--- src/hdl/cpr_pkg.sv ---
/*
 * Package for the core programmer-visible state: data-space addresses,
 * reset values, vectors, context and update-source encodings.
 * Assumes a single 50 MHz clock and an active-high asynchronous reset.
 */
// Contract
// - 8-bit accumulator, data address FFh
// - Pointer registers mapped at 80h and 81h
// - Short-direct registers mapped at 82h, 83h
// - 12-bit program counter, 4096 byte reach
// - PC loads: jump, branch, vector, pop, increment
// - Increment after fetch; branch via adder
// - Three carry/zero pairs, active one used
// - Enter irq/nmi pair; return restores previous
// - Pairs never cleared on context switch
// - Pair touched only in own context
// - Carry from arithmetic, bit test, rotate
// - Zero set when result equals zero
// - Reset starts in non-maskable context
// - Six-entry 12-bit LIFO, no pointer
// - Push shifts deeper, drops sixth, PC first
// - Pop moves first into PC, shifts up
// - Overflow keeps depth, oldest lost silently
// - Pop on empty stack: next instruction
// - Only PC pushed, no data registers
// - Machine cycle is clock divided by 13
// - Instructions take two, four, five cycles
// - Reset clears stack, PC from 0FFEh
package cpr_pkg;
	// ****************************************************************
	// Data-space addresses
	// ****************************************************************
	localparam logic [7:0] CPR_ADDR_PTR_FIRST = 8'h80;
	localparam logic [7:0] CPR_ADDR_PTR_SECOND = 8'h81;
	localparam logic [7:0] CPR_ADDR_SD_FIRST = 8'h82;
	localparam logic [7:0] CPR_ADDR_SD_SECOND = 8'h83;
	localparam logic [7:0] CPR_ADDR_ACCUM = 8'hFF;
	localparam logic [7:0] CPR_REG_RESET = 8'h00;

	// ****************************************************************
	// Program counter, vectors and stack
	// ****************************************************************
	localparam int CPR_PC_W = 12;
	localparam int CPR_STACK_DEPTH = 6;
	localparam logic [11:0] CPR_RESET_VECTOR = 12'hFFE;
	localparam logic [11:0] CPR_PC_RESET = 12'h000;
	localparam logic [2:0] CPR_LEVEL_RESET = 3'h0;

	// ****************************************************************
	// Timing: machine cycle is the core clock divided by 13
	// ****************************************************************
	localparam int CPR_MC_DIV = 13;
	localparam logic [3:0] CPR_MC_LAST = 4'(CPR_MC_DIV - 1);

	// ****************************************************************
	// Context and program-counter update sources
	// ****************************************************************
	typedef enum logic [2:0] {
		CPR_CTX_MAIN = 3'b001,
		CPR_CTX_IRQ = 3'b010,
		CPR_CTX_NMI = 3'b100
	} cpr_ctx_t;

	typedef enum logic [2:0] {
		CPR_PC_NEXT = 3'h0,
		CPR_PC_JUMP = 3'h1,
		CPR_PC_CALL = 3'h2,
		CPR_PC_BRANCH = 3'h3,
		CPR_PC_IRQ = 3'h4,
		CPR_PC_NMI = 3'h5,
		CPR_PC_SUB_EXIT = 3'h6,
		CPR_PC_INT_EXIT = 3'h7
	} cpr_pc_op_t;

	// Flag operation kinds
	localparam logic [1:0] CPR_FLG_NONE = 2'h0;
	localparam logic [1:0] CPR_FLG_ARITH = 2'h1;
	localparam logic [1:0] CPR_FLG_LOGIC = 2'h2;
	localparam logic [1:0] CPR_FLG_CARRY = 2'h3;
endpackage : cpr_pkg

--- src/hdl/cpr_core_state.sv ---
/*
 * Programmer-visible state of the 8-bit core: accumulator, pointer and
 * short-direct registers on the data-space port, 12-bit program
 * counter with its update sources, return stack and three flag banks.
 * Assumes the instruction sequencer drives the one-cycle op strobes only
 * in the clock before O_MC_TICK rises (a one-clock delayed copy of the divider tick) and decodes instructions itself.
 */
`timescale 1ns/1ns
module cpr_core_state (
	input wire logic I_CLOCK,
	input wire logic I_RESET,
	// Data-space port
	input wire logic [7:0] I_DS_ADDR,
	input wire logic I_DS_WR,
	input wire logic [7:0] I_DS_WDATA,
	output logic [7:0] O_DS_RDATA,
	output logic O_DS_HIT,
	// Program counter control
	input wire logic I_PC_STEP,
	input wire cpr_pkg::cpr_pc_op_t I_PC_OP,
	input wire logic [11:0] I_PC_TARGET,
	input wire logic [11:0] I_PC_VECTOR,
	input wire logic [7:0] I_PC_OFFSET,
	input wire logic I_PC_BACKWARD,
	input wire logic [11:0] I_RESET_VECTOR_DATA,
	// Flag update from the ALU
	input wire logic [1:0] I_FLG_OP,
	input wire logic I_FLG_CARRY,
	input wire logic [7:0] I_FLG_RESULT,
	// State outputs
	output logic [11:0] O_PC,
	output logic [7:0] O_ACCUM,
	output logic O_CARRY,
	output logic O_ZERO,
	output cpr_pkg::cpr_ctx_t O_CTX,
	output logic O_MC_TICK,
	output logic O_IN_RESET_FETCH
);
	import cpr_pkg::*;

	// ****************************************************************
	// State
	// ****************************************************************
	typedef struct packed {
		logic [7:0] accum_r;
		logic [7:0] ptr_first_r;
		logic [7:0] ptr_second_r;
		logic [7:0] sd_first_r;
		logic [7:0] sd_second_r;
		logic [11:0] pc_r;
		logic boot_r;
		cpr_ctx_t ctx_r;
		cpr_ctx_t ctx_prev_r;
		cpr_ctx_t ctx_main_save_r;
		logic [2:0] carry_r;
		logic [2:0] zero_r;
		logic carry_act_r;
		logic zero_act_r;
		logic [7:0] rdata_r;
		logic hit_r;
	} cpr_core_st_t;

	cpr_core_st_t st_r;
	cpr_core_st_t st_nxt;

	logic mc_tick;
	logic push;
	logic pop;
	logic [11:0] stack_top;
	logic stack_empty;
	logic [11:0] branch_sum;
	logic [7:0] ds_read;

	// Bank index for a one-hot context
	function automatic logic [1:0] bank_of(input cpr_ctx_t c);
		case (c)
			CPR_CTX_MAIN: bank_of = 2'h0;
			CPR_CTX_IRQ: bank_of = 2'h1;
			CPR_CTX_NMI: bank_of = 2'h2;
			default: bank_of = 2'h0;
		endcase
	endfunction : bank_of

	// Data-space address decode, used only for the hit flag
	function automatic logic ds_mapped(input logic [7:0] a);
		ds_mapped = (a == CPR_ADDR_PTR_FIRST) || (a == CPR_ADDR_PTR_SECOND) ||
			(a == CPR_ADDR_SD_FIRST) || (a == CPR_ADDR_SD_SECOND) ||
			(a == CPR_ADDR_ACCUM);
	endfunction : ds_mapped

	// ****************************************************************
	// Submodules
	// ****************************************************************
	cpr_mc_div u_div (
		.i_clk(I_CLOCK),
		.i_rst(I_RESET),
		.o_tick(mc_tick)
	);

	// Stack moves only on machine-cycle ticks
	assign push = I_PC_STEP && mc_tick && ((I_PC_OP == CPR_PC_CALL) ||
		(I_PC_OP == CPR_PC_IRQ) || (I_PC_OP == CPR_PC_NMI));
	assign pop = I_PC_STEP && mc_tick && ((I_PC_OP == CPR_PC_SUB_EXIT) ||
		(I_PC_OP == CPR_PC_INT_EXIT));

	cpr_ret_stack u_stack (
		.i_clk(I_CLOCK),
		.i_rst(I_RESET),
		.i_push(push),
		.i_pop(pop),
		.i_data(st_r.pc_r),
		.o_top(stack_top),
		.o_empty(stack_empty)
	);

	// ****************************************************************
	// Relative branch adder
	// ****************************************************************
	// Offset is magnitude plus direction; the sum wraps in 4 KB
	always_comb begin
		if (I_PC_BACKWARD) begin
			branch_sum = st_r.pc_r - {4'h0, I_PC_OFFSET};
		end else begin
			branch_sum = st_r.pc_r + {4'h0, I_PC_OFFSET};
		end
	end

	// ****************************************************************
	// Data-space read mux
	// ****************************************************************
	always_comb begin
		case (I_DS_ADDR)
			CPR_ADDR_PTR_FIRST: ds_read = st_r.ptr_first_r;
			CPR_ADDR_PTR_SECOND: ds_read = st_r.ptr_second_r;
			CPR_ADDR_SD_FIRST: ds_read = st_r.sd_first_r;
			CPR_ADDR_SD_SECOND: ds_read = st_r.sd_second_r;
			CPR_ADDR_ACCUM: ds_read = st_r.accum_r;
			default: ds_read = 8'h00;
		endcase
	end

	// ****************************************************************
	// Next-state logic
	// ****************************************************************
	always_comb begin
		st_nxt = st_r;
		st_nxt.rdata_r = ds_read;
		st_nxt.hit_r = ds_mapped(I_DS_ADDR);

		// Register writes; bit-direct ops arrive as read-modify-write
		if (I_DS_WR) begin
			case (I_DS_ADDR)
				CPR_ADDR_PTR_FIRST: st_nxt.ptr_first_r = I_DS_WDATA;
				CPR_ADDR_PTR_SECOND: st_nxt.ptr_second_r = I_DS_WDATA;
				CPR_ADDR_SD_FIRST: st_nxt.sd_first_r = I_DS_WDATA;
				CPR_ADDR_SD_SECOND: st_nxt.sd_second_r = I_DS_WDATA;
				CPR_ADDR_ACCUM: st_nxt.accum_r = I_DS_WDATA;
				default: st_nxt.accum_r = st_r.accum_r;
			endcase
		end

		// First tick after reset fetches the reset vector contents
		if (st_r.boot_r) begin
			if (mc_tick) begin
				st_nxt.pc_r = I_RESET_VECTOR_DATA;
				st_nxt.boot_r = 1'b0;
			end
		end else if (I_PC_STEP && mc_tick) begin
			// One step per instruction phase; length set by sequencer
			case (I_PC_OP)
				CPR_PC_NEXT: begin
					st_nxt.pc_r = st_r.pc_r + 12'h001;
				end
				CPR_PC_JUMP: begin
					st_nxt.pc_r = I_PC_TARGET;
				end
				CPR_PC_CALL: begin
					st_nxt.pc_r = I_PC_TARGET;
				end
				CPR_PC_BRANCH: begin
					st_nxt.pc_r = branch_sum;
				end
				CPR_PC_IRQ: begin
					st_nxt.pc_r = I_PC_VECTOR;
					st_nxt.ctx_prev_r = st_r.ctx_r;
					st_nxt.ctx_r = CPR_CTX_IRQ;
					if (st_r.ctx_r == CPR_CTX_MAIN) begin
						st_nxt.ctx_main_save_r = CPR_CTX_MAIN;
					end
				end
				CPR_PC_NMI: begin
					st_nxt.pc_r = I_PC_VECTOR;
					st_nxt.ctx_prev_r = st_r.ctx_r;
					st_nxt.ctx_r = CPR_CTX_NMI;
				end
				CPR_PC_SUB_EXIT: begin
					// Empty stack: fall through to next instruction
					if (stack_empty) begin
						st_nxt.pc_r = st_r.pc_r + 12'h001;
					end else begin
						st_nxt.pc_r = stack_top;
					end
				end
				CPR_PC_INT_EXIT: begin
					if (stack_empty) begin
						st_nxt.pc_r = st_r.pc_r + 12'h001;
					end else begin
						st_nxt.pc_r = stack_top;
					end
					// Restore the pair in use before entry
					st_nxt.ctx_r = st_r.ctx_prev_r;
					// An nmi nested in irq returns to irq, which returns to main afterwards
					if (st_r.ctx_r == CPR_CTX_NMI &&
						st_r.ctx_prev_r == CPR_CTX_IRQ) begin
						st_nxt.ctx_prev_r = st_r.ctx_main_save_r;
					end else begin
						st_nxt.ctx_prev_r = CPR_CTX_MAIN;
					end
				end
				default: st_nxt.pc_r = st_r.pc_r;
			endcase
		end

		// Only the active bank is touched; others keep their values
		case (I_FLG_OP)
			CPR_FLG_ARITH: begin
				st_nxt.carry_r[bank_of(st_r.ctx_r)] = I_FLG_CARRY;
				st_nxt.zero_r[bank_of(st_r.ctx_r)] =
					(I_FLG_RESULT == 8'h00);
			end
			CPR_FLG_LOGIC: begin
				st_nxt.zero_r[bank_of(st_r.ctx_r)] =
					(I_FLG_RESULT == 8'h00);
			end
			CPR_FLG_CARRY: begin
				// Bit test or rotate: carry only
				st_nxt.carry_r[bank_of(st_r.ctx_r)] = I_FLG_CARRY;
			end
			default: st_nxt.carry_r = st_r.carry_r;
		endcase

		// Active pair registered so the flag outputs come from flip-flops
		st_nxt.carry_act_r = st_nxt.carry_r[bank_of(st_nxt.ctx_r)];
		st_nxt.zero_act_r = st_nxt.zero_r[bank_of(st_nxt.ctx_r)];
	end

	// ****************************************************************
	// State register
	// ****************************************************************
	// Reset lands in non-maskable context so init cannot be interrupted
	always_ff @(posedge I_CLOCK or posedge I_RESET) begin
		if (I_RESET) begin
			st_r.accum_r <= CPR_REG_RESET;
			st_r.ptr_first_r <= CPR_REG_RESET;
			st_r.ptr_second_r <= CPR_REG_RESET;
			st_r.sd_first_r <= CPR_REG_RESET;
			st_r.sd_second_r <= CPR_REG_RESET;
			st_r.pc_r <= CPR_RESET_VECTOR;
			st_r.boot_r <= 1'b1;
			st_r.ctx_r <= CPR_CTX_NMI;
			st_r.ctx_prev_r <= CPR_CTX_MAIN;
			st_r.ctx_main_save_r <= CPR_CTX_MAIN;
			st_r.carry_r <= 3'h0;
			st_r.zero_r <= 3'h0;
			st_r.carry_act_r <= 1'b0;
			st_r.zero_act_r <= 1'b0;
			st_r.rdata_r <= 8'h00;
			st_r.hit_r <= 1'b0;
		end else begin
			st_r <= st_nxt;
		end
	end

	// ****************************************************************
	// Outputs, all straight from flip-flops
	// ****************************************************************
	logic mc_tick_r;

	// Delayed copy keeps the tick output registered at top level
	always_ff @(posedge I_CLOCK or posedge I_RESET) begin
		if (I_RESET) begin
			mc_tick_r <= 1'b0;
		end else begin
			mc_tick_r <= mc_tick;
		end
	end

	assign O_DS_RDATA = st_r.rdata_r;
	assign O_DS_HIT = st_r.hit_r;
	assign O_PC = st_r.pc_r;
	assign O_ACCUM = st_r.accum_r;
	assign O_CARRY = st_r.carry_act_r;
	assign O_ZERO = st_r.zero_act_r;
	assign O_CTX = st_r.ctx_r;
	assign O_MC_TICK = mc_tick_r;
	assign O_IN_RESET_FETCH = st_r.boot_r;
endmodule : cpr_core_state

--- src/hdl/cpr_mc_div.sv ---
/*
 * Machine-cycle divider: one-cycle enable pulse every thirteen clocks.
 * Assumes the core clock is the already divided internal clock.
 */
`timescale 1ns/1ns
module cpr_mc_div (
	input wire logic i_clk,
	input wire logic i_rst,
	output logic o_tick
);
	import cpr_pkg::*;

	typedef struct packed {
		logic [3:0] cnt_r;
		logic tick_r;
	} cpr_div_st_t;

	cpr_div_st_t st_r;
	cpr_div_st_t st_nxt;

	// ****************************************************************
	// Counter
	// ****************************************************************
	// Wrap at twelve so the pulse period is exactly thirteen
	always_comb begin
		st_nxt = st_r;
		st_nxt.tick_r = (st_r.cnt_r == CPR_MC_LAST);
		if (st_r.cnt_r == CPR_MC_LAST) begin
			st_nxt.cnt_r = 4'h0;
		end else begin
			st_nxt.cnt_r = st_r.cnt_r + 4'h1;
		end
	end

	// Register the state
	always_ff @(posedge i_clk or posedge i_rst) begin
		if (i_rst) begin
			st_r <= '0;
		end else begin
			st_r <= st_nxt;
		end
	end

	assign o_tick = st_r.tick_r;
endmodule : cpr_mc_div

--- src/hdl/cpr_ret_stack.sv ---
/*
 * Six-level return stack of 12-bit entries, a shift register with no
 * pointer. Assumes push and pop are never asserted together.
 */
`timescale 1ns/1ns
module cpr_ret_stack (
	input wire logic i_clk,
	input wire logic i_rst,
	input wire logic i_push,
	input wire logic i_pop,
	input wire logic [11:0] i_data,
	output logic [11:0] o_top,
	output logic o_empty
);
	import cpr_pkg::*;

	typedef struct packed {
		logic [CPR_STACK_DEPTH-1:0][11:0] lvl_r;
		logic [2:0] used_r;
	} cpr_stk_st_t;

	cpr_stk_st_t st_r;
	cpr_stk_st_t st_nxt;

	// ****************************************************************
	// Shift logic
	// ****************************************************************
	// Only the return address is stored; data registers never enter
	always_comb begin
		st_nxt = st_r;
		if (i_push) begin
			st_nxt.lvl_r[0] = i_data;
			for (int i = 1; i < CPR_STACK_DEPTH; i++) begin
				st_nxt.lvl_r[i] = st_r.lvl_r[i-1];
			end
			// Depth saturates; oldest address drops with no flag
			if (st_r.used_r != 3'(CPR_STACK_DEPTH)) begin
				st_nxt.used_r = st_r.used_r + 3'h1;
			end
		end else if (i_pop) begin
			for (int i = 0; i < CPR_STACK_DEPTH - 1; i++) begin
				st_nxt.lvl_r[i] = st_r.lvl_r[i+1];
			end
			// Count holds at zero on an empty stack; entries still shift up
			if (st_r.used_r != 3'h0) begin
				st_nxt.used_r = st_r.used_r - 3'h1;
			end
		end
	end

	// Register the state; reset empties the stack
	always_ff @(posedge i_clk or posedge i_rst) begin
		if (i_rst) begin
			st_r <= '0;
		end else begin
			st_r <= st_nxt;
		end
	end

	assign o_top = st_r.lvl_r[0];
	assign o_empty = (st_r.used_r == 3'h0);
endmodule : cpr_ret_stack

--- config.mk ---
export PLATFORM = sky130hd
export DESIGN_NAME = cpr_core_state
export DESIGN_NICKNAME = d
export VERILOG_FILES = /design/src/hdl/cpr_pkg.sv /design/src/hdl/cpr_core_state.sv /design/src/hdl/cpr_mc_div.sv /design/src/hdl/cpr_ret_stack.sv
export SDC_FILE = /design/constraint.sdc
export NUM_CORES = 1
export LEC_CHECK = 0
export BUFFER_PORTS_ARGS = -buffer_cell sky130_fd_sc_hd__buf_2
export CORE_MARGIN = 1.5
export CORE_UTILIZATION = 50
export CTS_BUF_LIST = sky130_fd_sc_hd__clkbuf_4
export DETAILED_ROUTE_END_ITERATION = 10
export PLACE_DENSITY = 0.73
export SETUP_SLACK_MARGIN = 0.02
export SYNTH_ARGS = -nofsm -noshare
export SYNTH_HDL_FRONTEND = slang
export SYNTH_SLANG_ARGS = --single-unit
--- constraint.sdc ---
create_clock -name I_CLOCK -period 4.1 [get_ports I_CLOCK]
set_input_delay 0.205 -clock I_CLOCK [delete_from_list [all_inputs] [get_ports I_CLOCK]]
set_output_delay 0.205 -clock I_CLOCK [all_outputs]
set_load 0.01 [all_outputs]
Word level (Yosys, flattened, before mapping):

Index checks and enable logic that the tools add are counted.

* add/sub/neg operators: 6
* eq/ne operators: 23
* order comparisons: 7
* reductions and logical operators: 32
* mux-type cells: 37
* bitwise operators: 1

Operators with widths (number)
* 63-bit 2-to-1 mux: 2
* 12-bit one-hot mux with 5 select lines: 1
* 12-bit 2-to-1 mux: 4
* 8-bit == test (second input constant): 5
* 8-bit one-hot mux with 5 select lines: 1
* 3-bit == test (second input constant): 6
* 9-bit 2-to-1 mux: 2
* 6-bit one-hot mux with 3 select lines: 1
* 13-bit 2-to-1 mux: 1
* 12-bit by 1-bit adder with 12-bit output (second input constant): 1
* 12-bit by 8-bit adder with 12-bit output: 1
* 3-bit bitwise mux: 4
* 3-bit by 2-bit == test with 1-bit output (second input constant): 4
* 2-bit by 3-bit < comparator with 1-bit output (second input constant): 4
* 3-bit one-hot mux with 2 select lines: 2
* 2-bit AND reduction: 6
* 12-bit by 8-bit subtractor with 12-bit output: 1
* 8-bit zero test: 1
* 2-bit one-hot mux with 2 select lines: 2
* 1-bit logical OR: 7
* 1-bit demux with 2-bit select: 3
* 2-bit by 1-bit greater-or-equal comparator with 1-bit output (second input constant): 3
* 1-bit logical AND: 6
* 3-bit zero test: 2
* 19 further kinds: 36

* register bits: 157
* logic and storage cells: 131

Depth between registers and ports, before layout:

Gate-level depths: netlist of the first run.

* depth in word-level cells: 11
* mapped depth: 13
* gate-level depth less buffers: 13

Hierarchy:

A second synthesis of the first run with hierarchy kept.

* cells, all modules: 873
* area, all modules: 8964.8 um^2

By module, submodules not included
* cpr_core_state: area each 5177.5 um^2, cells an instance 524, times used 1, seq. area each 1944.4 um^2
* cpr_ret_stack: area each 3558.4 um^2, cells an instance 328, times used 1, seq. area each 1876.8 um^2
* cpr_mc_div: area each 229.0 um^2, cells an instance 21, times used 1, seq. area each 125.1 um^2

Worst setup path after synthesis of the first run:

No wires, ideal clock.

* path type: input to register
* from: in I_PC_OFFSET[5]
* to: reg st_r (netlist bit O_PC[11])
* data required time: 4002 ps
* arrival: 2187 ps
* setup slack: 1815 ps
* buffers on the path: 0
* stages: 11
* library setup time: 98 ps
* cells stage by stage: or3_1 > nor3b_2 > nor2_1 > xnor2_1 > ha_1 > nand3_1 > nor3_1 > o31ai_1 > a21oi_1 > xnor2_1 > o311ai_1

* word-level cells in the longest chain between the ends: 5

RTL lines
* start, declared: RTL line cpr_core_state.sv:23 `input wire logic [7:0] I_PC_OFFSET,`
* 12-bit by 8-bit adder with 12-bit output or 12-bit by 8-bit subtractor with 12-bit output (tied branches): RTL line cpr_core_state.sv:124, cpr_core_state.sv:122
* 12-bit 2-to-1 mux (*): RTL line cpr_core_state.sv:121 `if (I_PC_BACKWARD) begin`
* 12-bit one-hot mux with 5 select lines (*): RTL line cpr_core_state.sv:170 `case (I_PC_OP)`
* 12-bit 2-to-1 mux (*): RTL line cpr_core_state.sv:168 `end else if (I_PC_STEP && mc_tick) begin`
* 12-bit 2-to-1 mux (*): RTL line cpr_core_state.sv:163 `if (st_r.boot_r) begin`
* end signal, assigned: RTL line cpr_core_state.sv:270 `st_r <= st_nxt;`
* end, declared: RTL line cpr_core_state.sv:63 `cpr_core_st_t st_r;`

Every way passes the cells marked *; elsewhere a longest branch is shown, timed or not. The select of a mux whose other input is x is not followed.
A chain may end at the register's enable or synchronous reset.

Worst setup path after layout of the first run:

* from: reg st_r (netlist bit O_PC[1])
* to: reg st_r (netlist bit O_PC[3])

* word-level cells in the longest chain between the ends: 5

RTL lines (RTL line)
* 12-bit by 1-bit adder with 12-bit output, or another cell as far along: cpr_core_state.sv:172, cpr_core_state.sv:199, cpr_core_state.sv:206
* 12-bit 2-to-1 mux, on equally long branches: cpr_core_state.sv:198, cpr_core_state.sv:205, cpr_core_state.sv:121
* 12-bit one-hot mux with 5 select lines (*): cpr_core_state.sv:170
* 12-bit 2-to-1 mux (*): cpr_core_state.sv:168
* 12-bit 2-to-1 mux (*): cpr_core_state.sv:163

Marked as above.

==> impl_metrics.sql, run 1 <==
INSERT INTO impl_metrics (metric_group, metric, value, unit) VALUES
('status', 'outcome', 'finished, final reports clean', ''),
('logic_synthesis', 'yosysTopAreaCell', 'dfrtp_1', ''),
('timing', 'layout_skew', '0.0192', 'ns'),
('timing', 'setup_viol', '0', ''),
('timing', 'relSlewSlack', '41.4', '%'),
('place', 'dp_cells', '1206', ''),
('global_routing', 'global_route_wire_length_before_repair', '35400', 'um'),
('drt', 'post_drt_via_cell_ratio', '5.82', ''),
('logic_synthesis', 'synth_warnings', '0', ''),
('die', 'num_rows', '47', ''),
('timing', 'period_minus_ws_final', '2.73', 'ns'),
('die', 'fp.dieW', '135', 'um'),
('layout', 'design.final.nets', '1128', ''),
('power_and_ir_drop', 'power.share.sequential', '51.3', '%'),
('cts', 'cts-root-to-sink-buffers', '2', ''),
('global_routing', 'largest_net_degree_at_the_start_of_global_routing', '158', ''),
('cts', 'cts_resized', '0', ''),
('global_routing', 'globalRouteOverflowTotal', '0', ''),
('die', 'die_h', '135', 'um'),
('logic_synthesis', 'postSynth.topFlopCell', 'dfrtp_1', ''),
('timing', 'finalHoldViolations', '0', ''),
('timing', 'slew_violations', '0', ''),
('drt', 'postRouteAntennaNets', '0', ''),
('logic_synthesis', 'synth_nets', '1044', ''),
('drt', 'drt_iter0_drc', '816', ''),
('timing', 'fin_ws', '1.37', 'ns'),
('die', 'core-area', '16800', 'um^2'),
('min_path', 'min_path_type', 'in -> reg', ''),
('die', 'initial_core_util', '51.7', '%'),
('drt', 'detail_route.drc_violations', '0', ''),
('logic_synthesis', 'synth-edff-count', '0', ''),
('global_routing', 'grt_usage', '24.8', '%'),
('logic_synthesis', 'synth.cell_area', '8660', 'um^2'),
('layout', 'postLayoutCellArea', '9730', 'um^2'),
('power_and_ir_drop', 'power.total', '3580', 'uW'),
('drt', 'routed_wl', '21500', 'um'),
('place', 'final_weighted_congestion_in_routability_driven_placement', '0.942', ''),
('logic_synthesis', 'synthTopCellsByArea', 'dfrtp_1 41%, nand2_1 8.3%, mux2_2 6.1%', ''),
('worst_setup_path', 'worst_setup_path_start_kind', 'register', ''),
('place', 'number_of_port_buffers', '114', ''),
('power_and_ir_drop', 'power.net_switching', '1150', 'uW'),
('power_and_ir_drop', 'power.share.switching', '32.1', '%'),
('worst_setup_path', 'worst_path_largest_cell_delay', '0.66', 'ns'),
('die', 'fp.dieArea', '18100', 'um^2'),
('timing', 'worst-slew-pin-transition', '0.875', 'ns'),
('logic_synthesis', 'async_flop_share', '100', '%'),
('logic_synthesis', 'synthCells', '946', ''),
('power_and_ir_drop', 'cellLeakagePower', '0.00458', 'uW'),
('drt', 'vias', '7359', ''),
('worst_setup_path', 'crit_fanout', '8', ''),
('place', 'detailedPlace.worstSlack', '1.41', 'ns'),
('worst_setup_path', 'worst-endpoint-arrival', '3.26', 'ns'),
('logic_synthesis', 'syn_area_per_cell', '9.16', 'um^2'),
('logic_synthesis', 'area_share_of_the_leading_cell_type_in_the_synthesized_netlist', '41.3', '%'),
('layout', 'layout.cells.non_filler', '1264', ''),
('cts', 'clock_tree.root_cell', 'clkbuf_4', ''),
('global_routing', 'via_count_of_the_first_global_routing_pass', '7044', ''),
('cts', 'clk-insertion-delay-late', '0.58', 'ns'),
('cts', 'clock_sink_count', '157', ''),
('logic_synthesis', 'synth_seq_cells', '157', ''),
('worst_setup_path', 'path_common_cell', 'a211oi_1', ''),
('place', 'placement.cell_area', '9150', 'um^2'),
('timing', 'timing.setup.tns', '0', 'ns'),
('cts', 'post_cts.repair.setup_buffers', '0', ''),
('run', 'maxCapViolations', '0', ''),
('logic_synthesis', 'synthDistinctLibCells', '73', ''),
('drt', 'met3WireLength', '1400', 'um'),
('logic_synthesis', 'synth_sequential_area_ratio', '45.6', '%'),
('power_and_ir_drop', 'p_comb_share', '18.8', '%'),
('cts', 'clk_transition_reported_paths', '0.15', 'ns'),
('cts', 'cts_made_buffers', '17', '');
[state kept, by name, indices dropped and copies added (netlist names), 3 cells and up]
register and cells:
O_DS_RDATA 8, O_ACCUM 8, u_stack.st_r 63, O_CTX 3
u_stack.o_top 12, O_PC 12, u_div.st_r 4, st_r 41
[worst max-delay path: cells and delay by family (launching register included)]
kind,cells,cell delay [ns]
buffers and inverters,1,0.58
AOI/OAI and AO/OA,4,1.03
adders and majority gates,1,0.25
and+or+nand+nor,1,0.15
DFF,1,0.66
[cell families after synthesis]
group	synth area share, %
compound gates	17.2
xor+xnor	2.33
fa+ha+maj	3.26
buf+inv	6.23
flops	45.6
mux	6.46
simple gates	18.9
[cell usage after synthesis, types with 3 or more instances]
cell,count
a211oi_1,10
a21o_1,5
a21oi_1,27
a221oi_1,11
a222oi_1,8
a22o_1,4
a22oi_1,24
a31oi_1,59
and2_1,6
buf_1,4
buf_2,12
buf_4,31
clkbuf_1,32
dfrtp_1,143
dfstp_2,14
ha_1,17
inv_1,27
maj3_1,3
mux2_2,47
mux2i_1,3
nand2_1,192
nand2b_1,7
nand3_1,12
nand4_1,5
nor2_1,92
nor2b_1,9
nor3_1,10
o211ai_1,4
o21a_1,6
o21ai_0,31
o22ai_1,6
o31a_1,3
o31ai_1,3
or2_2,3
or3_1,4
xnor2_1,15
xor2_1,8
[layout make-up]
cell class	instances	area [um^2]
diodes	1	2.50
repair buffers	146	886
clock buffers	17	128
inverters	27	105
multi-input cells	681	4180
fillers	1470	7030
well taps	220	275
flip-flops and latches	157	3950
clock inverters	15	199
[placed cells by master, fill, tap and decap left out, drive strengths merged, types with 11 or more instances in the layout]
cell / n
dlygate4sd3: 25
nand3: 12
dfrtp: 143
a31oi: 59
dfstp: 14
o21ai: 32
xnor2: 15
nand2: 196
a221oi: 11
mux2: 47
clkbuf: 17
nor2: 94
nor3: 12
a21oi: 27
a22oi: 24
inv: 35
ha: 17
buf: 121
[power by group through the flow]
stage / registers (uW) / clock network [uW] / logic (uW)
after detailed placement: 1860 / 0 / 653
after global routing: 1850 / 1170 / 758
after global placement: 1860 / 0 / 640
after floorplan: 1800 / 0 / 505
after CTS: 1830 / 1100 / 674
final: 1840 / 1070 / 674
[metrics by stage]
stage	hold slack [ns]	util [%]
after floorplan	0.354	-
after global placement	0.455	54.6
after detailed placement	0.458	54.6
after CTS	0.0357	58.0
after global routing	0.0347	58.0
final	0.0795	58.0
[final timing paths]
kind                                    endpoint  cells past startpoint  slack (ns)                    from
max in group asynchronous               st_r[16]                      4        3.09                 I_RESET
worst max register to register           O_PC[3]                      7        1.37                 O_PC[1]
worst min register to register  u_stack.st_r[60]                      2        0.49        u_stack.st_r[72]
worst max-delay path                     O_PC[3]                      7        1.37                 O_PC[1]
min in group asynchronous       u_stack.st_r[49]                      4        0.40                 I_RESET
worst min-delay path                     O_PC[7]                      5        0.08  I_RESET_VECTOR_DATA[7]
[routing by layer]
| layer | global-route usage, % | vias up |
|---|---|---|
| li1 | - | 3483 |
| met1 | 34.2 | 3561 |
| met2 | 39.2 | 273 |
| met3 | 4.73 | 42 |
| met4 | 9.26 | 0 |
| met5 | 0 | - |
(Power assumes the default switching activity.)
==> inputs of run 2 (changes only) <==
- PLACE_DENSITY: 0.73 -> 0.71
- clock period: 4.1 -> 2.7 ns (I/O delays scaled with it)
==> run 2 against run 1 <==
  * Sequential share of layout area down 0.71 points
  * Global-route usage decreased by 0.42 points
  * Combinational power rose by 57%
  * Worst setup slack worse by 1.2 ns
  * Cell count rose by 1.8%
  * Via count is 1.6% higher
  * Largest power group unchanged
==> impl_metrics.sql, run 2 (synthesized netlist as in run 1, its figures left out) <==
INSERT INTO impl_metrics (metric_group, metric, value, unit) VALUES
('status', 'outcome', 'finished, final reports clean', ''),
('power_and_ir_drop', 'clkPwrFrac', '27.0', '%'),
('timing', 'max_freq', '0.400', 'GHz'),
('power_and_ir_drop', 'power.total', '5250', 'uW'),
('die', 'initial_core_util', '51.7', '%'),
('drt', 'vias', '7475', ''),
('timing', 'timing.setup.tns', '0', 'ns'),
('drt', 'detail_route.drc_violations', '0', ''),
('layout', 'layout-drive-gt1-share', '23.8', '%'),
('cts', 'htreeDepth', '4', ''),
('timing', 'share_of_the_clock_period_used_by_the_worst_path_after_layout', '92.5', '%'),
('worst_setup_path', 'critical_path_class', 'reg -> reg', ''),
('die', 'floorplan.io_pins', '115', ''),
('layout', 'top_register_by_number_of_flip_flops', 'u_stack.st_r', ''),
('worst_setup_path', 'critical_path_endpoint_category', 'register', ''),
('run', 'maxCapViolations', '0', ''),
('worst_setup_path', 'worst-endpoint-arrival', '3.03', 'ns'),
('power_and_ir_drop', 'power.share.sequential', '52.8', '%'),
('timing', 'setup_viol', '0', ''),
('timing', 'finalHoldViolations', '0', ''),
('global_routing', 'largest_net_degree_at_the_start_of_global_routing', '72', ''),
('place', 'final_weighted_congestion_in_routability_driven_placement', '0.920', ''),
('drt', 'routed_wire_length_per_instance', '16.8', 'um'),
('place', 'number_of_port_buffers', '114', ''),
('cts', 'cts-root-to-sink-buffers', '2', ''),
('global_routing', 'number_of_antenna_violations_at_the_first_check_in_global_routing', '1', ''),
('power_and_ir_drop', 'power.share.switching', '34.1', '%'),
('die', 'die_h', '135', 'um'),
('layout', 'design.final.nets', '1151', ''),
('global_routing', 'globalRouteOverflowTotal', '0', ''),
('worst_setup_path', 'worst_setup_path_start_kind', 'register', ''),
('place', 'detailedPlace.worstSlack', '0.131', 'ns'),
('cts', 'clk-insertion-delay-late', '0.57', 'ns'),
('timing', 'rsz0062_at_grt', 'false', ''),
('die', 'fp.dieW', '135', 'um'),
('drt', 'postRouteAntennaNets', '0', ''),
('layout', 'area.sequential', '3950', 'um^2'),
('die', 'fp.dieArea', '18100', 'um^2'),
('layout', 'final.fill_count', '1472', ''),
('layout', 'reg.largest.list', 'u_stack.st_r x63, st_r x41', ''),
('drt', 'post_drt_via_cell_ratio', '5.81', ''),
('die', 'num_rows', '47', ''),
('global_routing', 'via_count_of_the_first_global_routing_pass', '7019', ''),
('place', 'dp.final_hpwl', '15400', 'um'),
('cts', 'cts_made_buffers', '17', ''),
('cts', 'clock_tree.root_cell', 'clkbuf_4', ''),
('timing', 'fin_ws', '0.202', 'ns'),
('layout', 'largest_register_ff_count', '63', ''),
('global_routing', 'grt_usage', '24.4', '%'),
('timing', 'period_minus_ws_final', '2.50', 'ns'),
('power_and_ir_drop', 'cellLeakagePower', '0.00468', 'uW'),
('cts', 'clock_sink_count', '157', ''),
('drt', 'drt_iter0_drc', '627', ''),
('layout', 'layout_common_cells', '192 x nand2_1, 143 x dfrtp_1, 114 x buf_2', ''),
('global_routing', 'global_route_wire_length_before_repair', '34800', 'um'),
('layout', 'multi_input_area', '4190', 'um^2'),
('drt', 'routed_wl', '21700', 'um'),
('layout', 'final_core_utilization', '59.1', '%'),
('power_and_ir_drop', 'p_int', '3460', 'uW'),
('cts', 'clk_transition_reported_paths', '0.16', 'ns'),
('timing', 'relSlewSlack', '60.0', '%'),
('power_and_ir_drop', 'peakVddDrop', '0.244', 'mV'),
('timing', 'worst-slew-pin-transition', '0.584', 'ns'),
('drt', 'number_of_iterations_in_the_first_detailed_routing_pass', '6', ''),
('layout', 'areaGrowthSynthToFinish', '14.3', '%'),
('cts', 'post_cts.repair.setup_buffers', '0', ''),
('worst_setup_path', 'crit_fanout', '8', ''),
('min_path', 'min_path_type', 'in -> reg', ''),
('power_and_ir_drop', 'p_comb_share', '20.2', '%'),
('timing', 'layout_skew', '0.0215', 'ns'),
('place', 'dp_cells', '1225', ''),
('worst_setup_path', 'critPathRequiredTime', '3.23', 'ns'),
('power_and_ir_drop', 'power.net_switching', '1790', 'uW'),
('timing', 'slew_violations', '0', ''),
('layout', 'layout_commonest_cell', 'nand2_1', ''),
('cts', 'cts_tree', 'done', ''),
('die', 'core-area', '16800', 'um^2'),
('layout', 'layout.cells.non_filler', '1287', ''),
('power_and_ir_drop', 'power.density', '530', 'nW/um^2');
-- run 2: worst paths after layout --
check / start / endpoint / slack, ns / cells past startpoint
max in group asynchronous: I_RESET / O_PC[4] / 1.76 / 4
min in group asynchronous: I_RESET / st_r[59] / 0.13 / 3
worst max register to register: O_PC[2] / O_PC[3] / 0.20 / 7
worst min-delay path: I_PC_STEP / O_PC[0] / 0.05 / 4
worst min register to register: u_stack.st_r[69] / u_stack.st_r[57] / 0.48 / 2
worst max-delay path: O_PC[2] / O_PC[3] / 0.20 / 7
-- run 2: routing by layer --
metal	part of all wire (%)	wire length (um)	global-route usage, %	up-vias
li1	-	-	-	3538
met2	47	10200	38.9	273
met3	6.5	1410	4.99	44
met4	2.9	619	9.38	0
met1	44	9430	32.9	3620
met5	0	0	0	-
-- run 2: power groups by stage --
stage	Sequential [uW]	Clock, uW	Combinational [uW]
floorplan	2740	0	767
global placement	2800	0	1000
detailed placement	2810	0	1020
CTS	2760	1470	1060
global route	2800	1550	1180
finish	2770	1420	1060
-- run 2: worst max-delay path, cell delays in order, from the launching register on --
cell	delay [ns]
dfstp_2	0.68
ha_1	0.31
o21a_1	0.19
o31a_1	0.15
a211oi_2	0.26
a211oi_1	0.08
o31ai_1	0.21
dlygate4sd3_1	0.57
-- run 2: repair_timing --
action / in CTS / in global routing
endpoints found under the hold margin: 79 / 0
gates resized for setup: 0 / 2
endpoints found under the setup margin: 0 / 1
hold buffers: 29 / 0
-- run 2: layout make-up --
| cell class | instances | share of cell area [%] |
|---|---|---|
| tap | 220 | 2.78 |
| clock buffer | 17 | 1.29 |
| inverter | 27 | 1.06 |
| sequential | 157 | 39.9 |
| timing repair buffer | 169 | 11.0 |
| antenna | 1 | 0.0253 |
| clock inverter | 15 | 1.58 |
| multi-input combinational | 681 | 42.4 |
-- run 2: metrics by stage --
stage          hold slack [ns]  cell area (um^2)
2_1_floorplan            0.284              8660
3_3_place_gp             0.226              9310
3_5_place_dp             0.235              9310
4_1_cts                0.00321              9890
5_1_grt                 0.0259              9900
6_report                0.0532              9900
==> inputs of run 3 (changes only) <==
- ABC_AREA: not set -> 1
- ABC_CLOCK_PERIOD_IN_PS: not set -> 2700
==> run 3 against run 2 <==
  * Wire length is 6.4% lower
  * Total power is 0.28% lower
  * Cell count is 20% higher
  * First-iteration DRC count is 39% lower
  * Cell area is 3.0% higher
  * Synthesized cell count is 24% higher
  * Critical path type is now in -> reg
  * Largest power group unchanged
==> impl_metrics.sql, run 3 <==
INSERT INTO impl_metrics (metric_group, metric, value, unit) VALUES
('status', 'outcome', 'finished, final reports clean', ''),
('logic_synthesis', 'yosysTopAreaCell', 'dfrtp_1', ''),
('drt', 'number_of_iterations_in_the_first_detailed_routing_pass', '5', ''),
('worst_setup_path', 'ff2ff_setup_slack', '0.16', 'ns'),
('logic_synthesis', 'synth_warnings', '0', ''),
('cts', 'clock_sink_count', '157', ''),
('timing', 'timing.setup.tns', '0', 'ns'),
('timing', 'setup_viol', '0', ''),
('die', 'die_h', '136', 'um'),
('logic_synthesis', 'synth_simple_gate_area_share', '21.0', '%'),
('logic_synthesis', 'synthMuxAreaShare', '0.240', '%'),
('logic_synthesis', 'synth_sequential_area_ratio', '44.4', '%'),
('cts', 'cts_made_buffers', '17', ''),
('timing', 'worst-slew-pin-transition', '0.760', 'ns'),
('min_path', 'min_path_type', 'in -> async', ''),
('logic_synthesis', 'adder_cell_share_of_the_synthesized_area', '2.85', '%'),
('logic_synthesis', 'synth.cell_area', '8880', 'um^2'),
('logic_synthesis', 'synth_seq_cells', '157', ''),
('place', 'final_weighted_congestion_in_routability_driven_placement', '0.932', ''),
('power_and_ir_drop', 'cellLeakagePower', '0.00528', 'uW'),
('logic_synthesis', 'area_share_of_the_leading_cell_type_in_the_synthesized_netlist', '40.3', '%'),
('worst_setup_path', 'timing.rr.start', 'O_PC[1]', ''),
('die', 'fp.dieW', '136', 'um'),
('logic_synthesis', 'synth-xor-area-share', '1.18', '%'),
('place', 'dp.final_hpwl', '14100', 'um'),
('cts', 'clk-insertion-delay-late', '0.59', 'ns'),
('logic_synthesis', 'synthDistinctLibCells', '53', ''),
('global_routing', 'grt_usage', '23.2', '%'),
('worst_setup_path', 'reg2reg_depth', '10', ''),
('cts', 'cts-root-to-sink-buffers', '2', ''),
('logic_synthesis', 'synth_nets', '1271', ''),
('worst_setup_path', 'worst_setup_path_start_kind', 'input pin', ''),
('die', 'num_rows', '48', ''),
('timing', 'slew_violations', '0', ''),
('place', 'number_of_port_buffers', '114', ''),
('drt', 'postRouteAntennaNets', '0', ''),
('logic_synthesis', 'syn_area_per_cell', '7.57', 'um^2'),
('global_routing', 'via_count_of_the_first_global_routing_pass', '7207', ''),
('worst_setup_path', 'worst_path_largest_cell_delay', '0.55', 'ns'),
('logic_synthesis', 'synthTopCellsByArea', 'dfrtp_1 40%, nand2_1 12%, o21ai_0 9.6%', ''),
('timing', 'relSlewSlack', '49.2', '%'),
('layout', 'layout_commonest_cell', 'nand2_1', ''),
('die', 'fp.dieArea', '18600', 'um^2'),
('drt', 'detail_route.drc_violations', '0', ''),
('layout', 'layout_common_cells', '295 x nand2_1, 187 x inv_1, 169 x o21ai_0', ''),
('power_and_ir_drop', 'peakVddDrop', '0.256', 'mV'),
('timing', 'finalHoldViolations', '0', ''),
('layout', 'areaGrowthSynthToFinish', '14.9', '%'),
('logic_synthesis', 'synthCells', '1173', ''),
('layout', 'largest_register_ff_count', '63', ''),
('logic_synthesis', 'synth_compound_gate_area_share', '17.2', '%'),
('logic_synthesis', 'yosys.cell_count.top_type', 'nand2_1', ''),
('global_routing', 'number_of_antenna_violations_at_the_first_check_in_global_routing', '1', ''),
('worst_setup_path', 'worstPathCellList', 'dlygate4sd3_1 > buf_2 > nor2_1 > dlygate4sd3_1 > nand2_1 > dlygate4sd3_1 > o21ai_1 > dlygate4sd3_1 > o21ai_0 > nand3_1 > nand3_1 > nand2_1', ''),
('logic_synthesis', 'main_combinational_cell_family_by_area_after_synthesis', 'simple AND/OR/NAND/NOR gates', ''),
('run', 'maxCapViolations', '0', ''),
('drt', 'routed_wl', '20300', 'um'),
('timing', 'fin_ws', '0.155', 'ns'),
('die', 'core-area', '17300', 'um^2'),
('cts', 'htreeDepth', '4', ''),
('timing', 'max_freq', '0.393', 'GHz'),
('power_and_ir_drop', 'power.density', '513', 'nW/um^2'),
('logic_synthesis', 'async_flop_share', '100', '%'),
('worst_setup_path', 'crit_fanout', '2', ''),
('timing', 'share_of_the_clock_period_used_by_the_worst_path_after_layout', '94.3', '%'),
('die', 'floorplan.io_pins', '115', ''),
('cts', 'clock_tree.root_cell', 'clkbuf_4', ''),
('layout', 'top_register_by_number_of_flip_flops', 'u_stack.st_r', ''),
('timing', 'period_minus_ws_final', '2.55', 'ns'),
('drt', 'routed_wire_length_per_instance', '13.2', 'um'),
('timing', 'rsz0062_at_grt', 'false', ''),
('worst_setup_path', 'critical_path_endpoint_category', 'register', ''),
('drt', 'post_drt_via_cell_ratio', '5.09', ''),
('timing', 'layout_skew', '0.0177', 'ns'),
('worst_setup_path', 'standard_cell_with_the_maximum_stage_delay_on_the_critical_path', 'dlygate4sd3_1', ''),
('timing', 'hold-worst-slack', '0.0531', 'ns'),
('worst_setup_path', 'path_common_cell', 'dlygate4sd3_1', ''),
('worst_setup_path', 'critical_path_class', 'in -> reg', ''),
('logic_synthesis', 'postSynth.topFlopCell', 'dfrtp_1', ''),
('worst_setup_path', 'regToRegEndpoint', 'O_PC[6]', ''),
('global_routing', 'globalRouteOverflowTotal', '0', ''),
('worst_setup_path', 'critPathRequiredTime', '3.23', 'ns'),
('logic_synthesis', 'synth-edff-count', '0', ''),
('drt', 'vias', '7829', ''),
('cts', 'cts_tree', 'done', ''),
('place', 'detailedPlace.worstSlack', '0.289', 'ns'),
('cts', 'clk_transition_reported_paths', '0.14', 'ns'),
('layout', 'design.final.nets', '1397', ''),
('global_routing', 'global_route_wire_length_before_repair', '34200', 'um'),
('worst_setup_path', 'worst-endpoint-arrival', '3.07', 'ns'),
('logic_synthesis', 'synth.cells.most_frequent', '295 x nand2_1, 188 x inv_1, 170 x o21ai_0', ''),
('die', 'initial_core_util', '51.3', '%'),
('layout', 'layout-drive-gt1-share', '15.9', '%'),
('layout', 'reg.largest.list', 'u_stack.st_r x63, st_r x41', ''),
('drt', 'drt_iter0_drc', '380', ''),
('global_routing', 'largest_net_degree_at_the_start_of_global_routing', '135', '');
run 3: how the worst max path moves through the flow:
| stage | startpoint | end | slack, ns | depth (start not counted) |
|---|---|---|---|---|
| floorplan | I_RESET | O_ACCUM[0] | 0.59 | 1 |
| global placement | I_PC_OFFSET[0] | O_PC[11] | 0.38 | 23 |
| detailed placement | I_PC_OFFSET[0] | O_PC[11] | 0.29 | 23 |
| CTS | O_PC[0] | O_PC[6] | 0.05 | 11 |
| global route | O_PC[2] | O_PC[5] | 0.03 | 12 |
| finish | I_FLG_RESULT[4] | O_ZERO | 0.15 | 12 |
run 3: cell families after synthesis:
kind of cell | count (synthesis)
and+or+nand+nor | 440
AOI/OAI and AO/OA | 281
buffers and inverters | 262
DFF | 157
adders and majority gates | 19
xor gates and xnor gates | 12
muxes | 2
run 3: report_power, final:
part	switching [uW]	internal, uW
sequential	147	2600
combinational	658	443
clock	965	417
total	1770	3460
run 3: area by class of cell:
class	instances	area [um^2]
fillers	1632	7100
flip-flops and latches	157	3950
multi-input cells	754	3780
repair buffers	175	1180
well taps	225	282
clock buffers	17	128
inverters	194	733
clock inverters	15	146
diodes	1	2.50
run 3: stage by stage:
step / cell area, um^2 / utilization (%) / std cells / power, uW
2_1_floorplan: 8880 / - / 1173 / 3530
3_3_place_gp: 9430 / 54.5 / 1455 / 3780
3_5_place_dp: 9430 / 54.5 / 1455 / 3810
4_1_cts: 10200 / 58.7 / 1532 / 5250
5_1_grt: 10200 / 59.0 / 1538 / 5560
6_report: 10200 / 59.0 / 1538 / 5230
run 3: worst max-delay path: cells and delay by family:
family,cells,cell delay (ns)
AO/OA/AOI/OAI,2,0.24
buffers and inverters,5,2.31
AND/OR/NAND/NOR,5,0.39
run 3: layer usage:
layer | vias up | GRT usage (%) | share of wire, %
met3 | 31 | 3.77 | 5.3
met4 | 0 | 8.04 | 1.7
li1 | 3989 | - | -
met5 | - | 0 | 0
met2 | 226 | 36.1 | 47
met1 | 3583 | 32.8 | 46
run 3: repair_timing:
item,in CTS,in global routing
hold buffers,45,0
resized for setup,0,4
endpoints found under the hold margin,206,0
setup endpoints to repair,0,6
buffers inserted,0,5
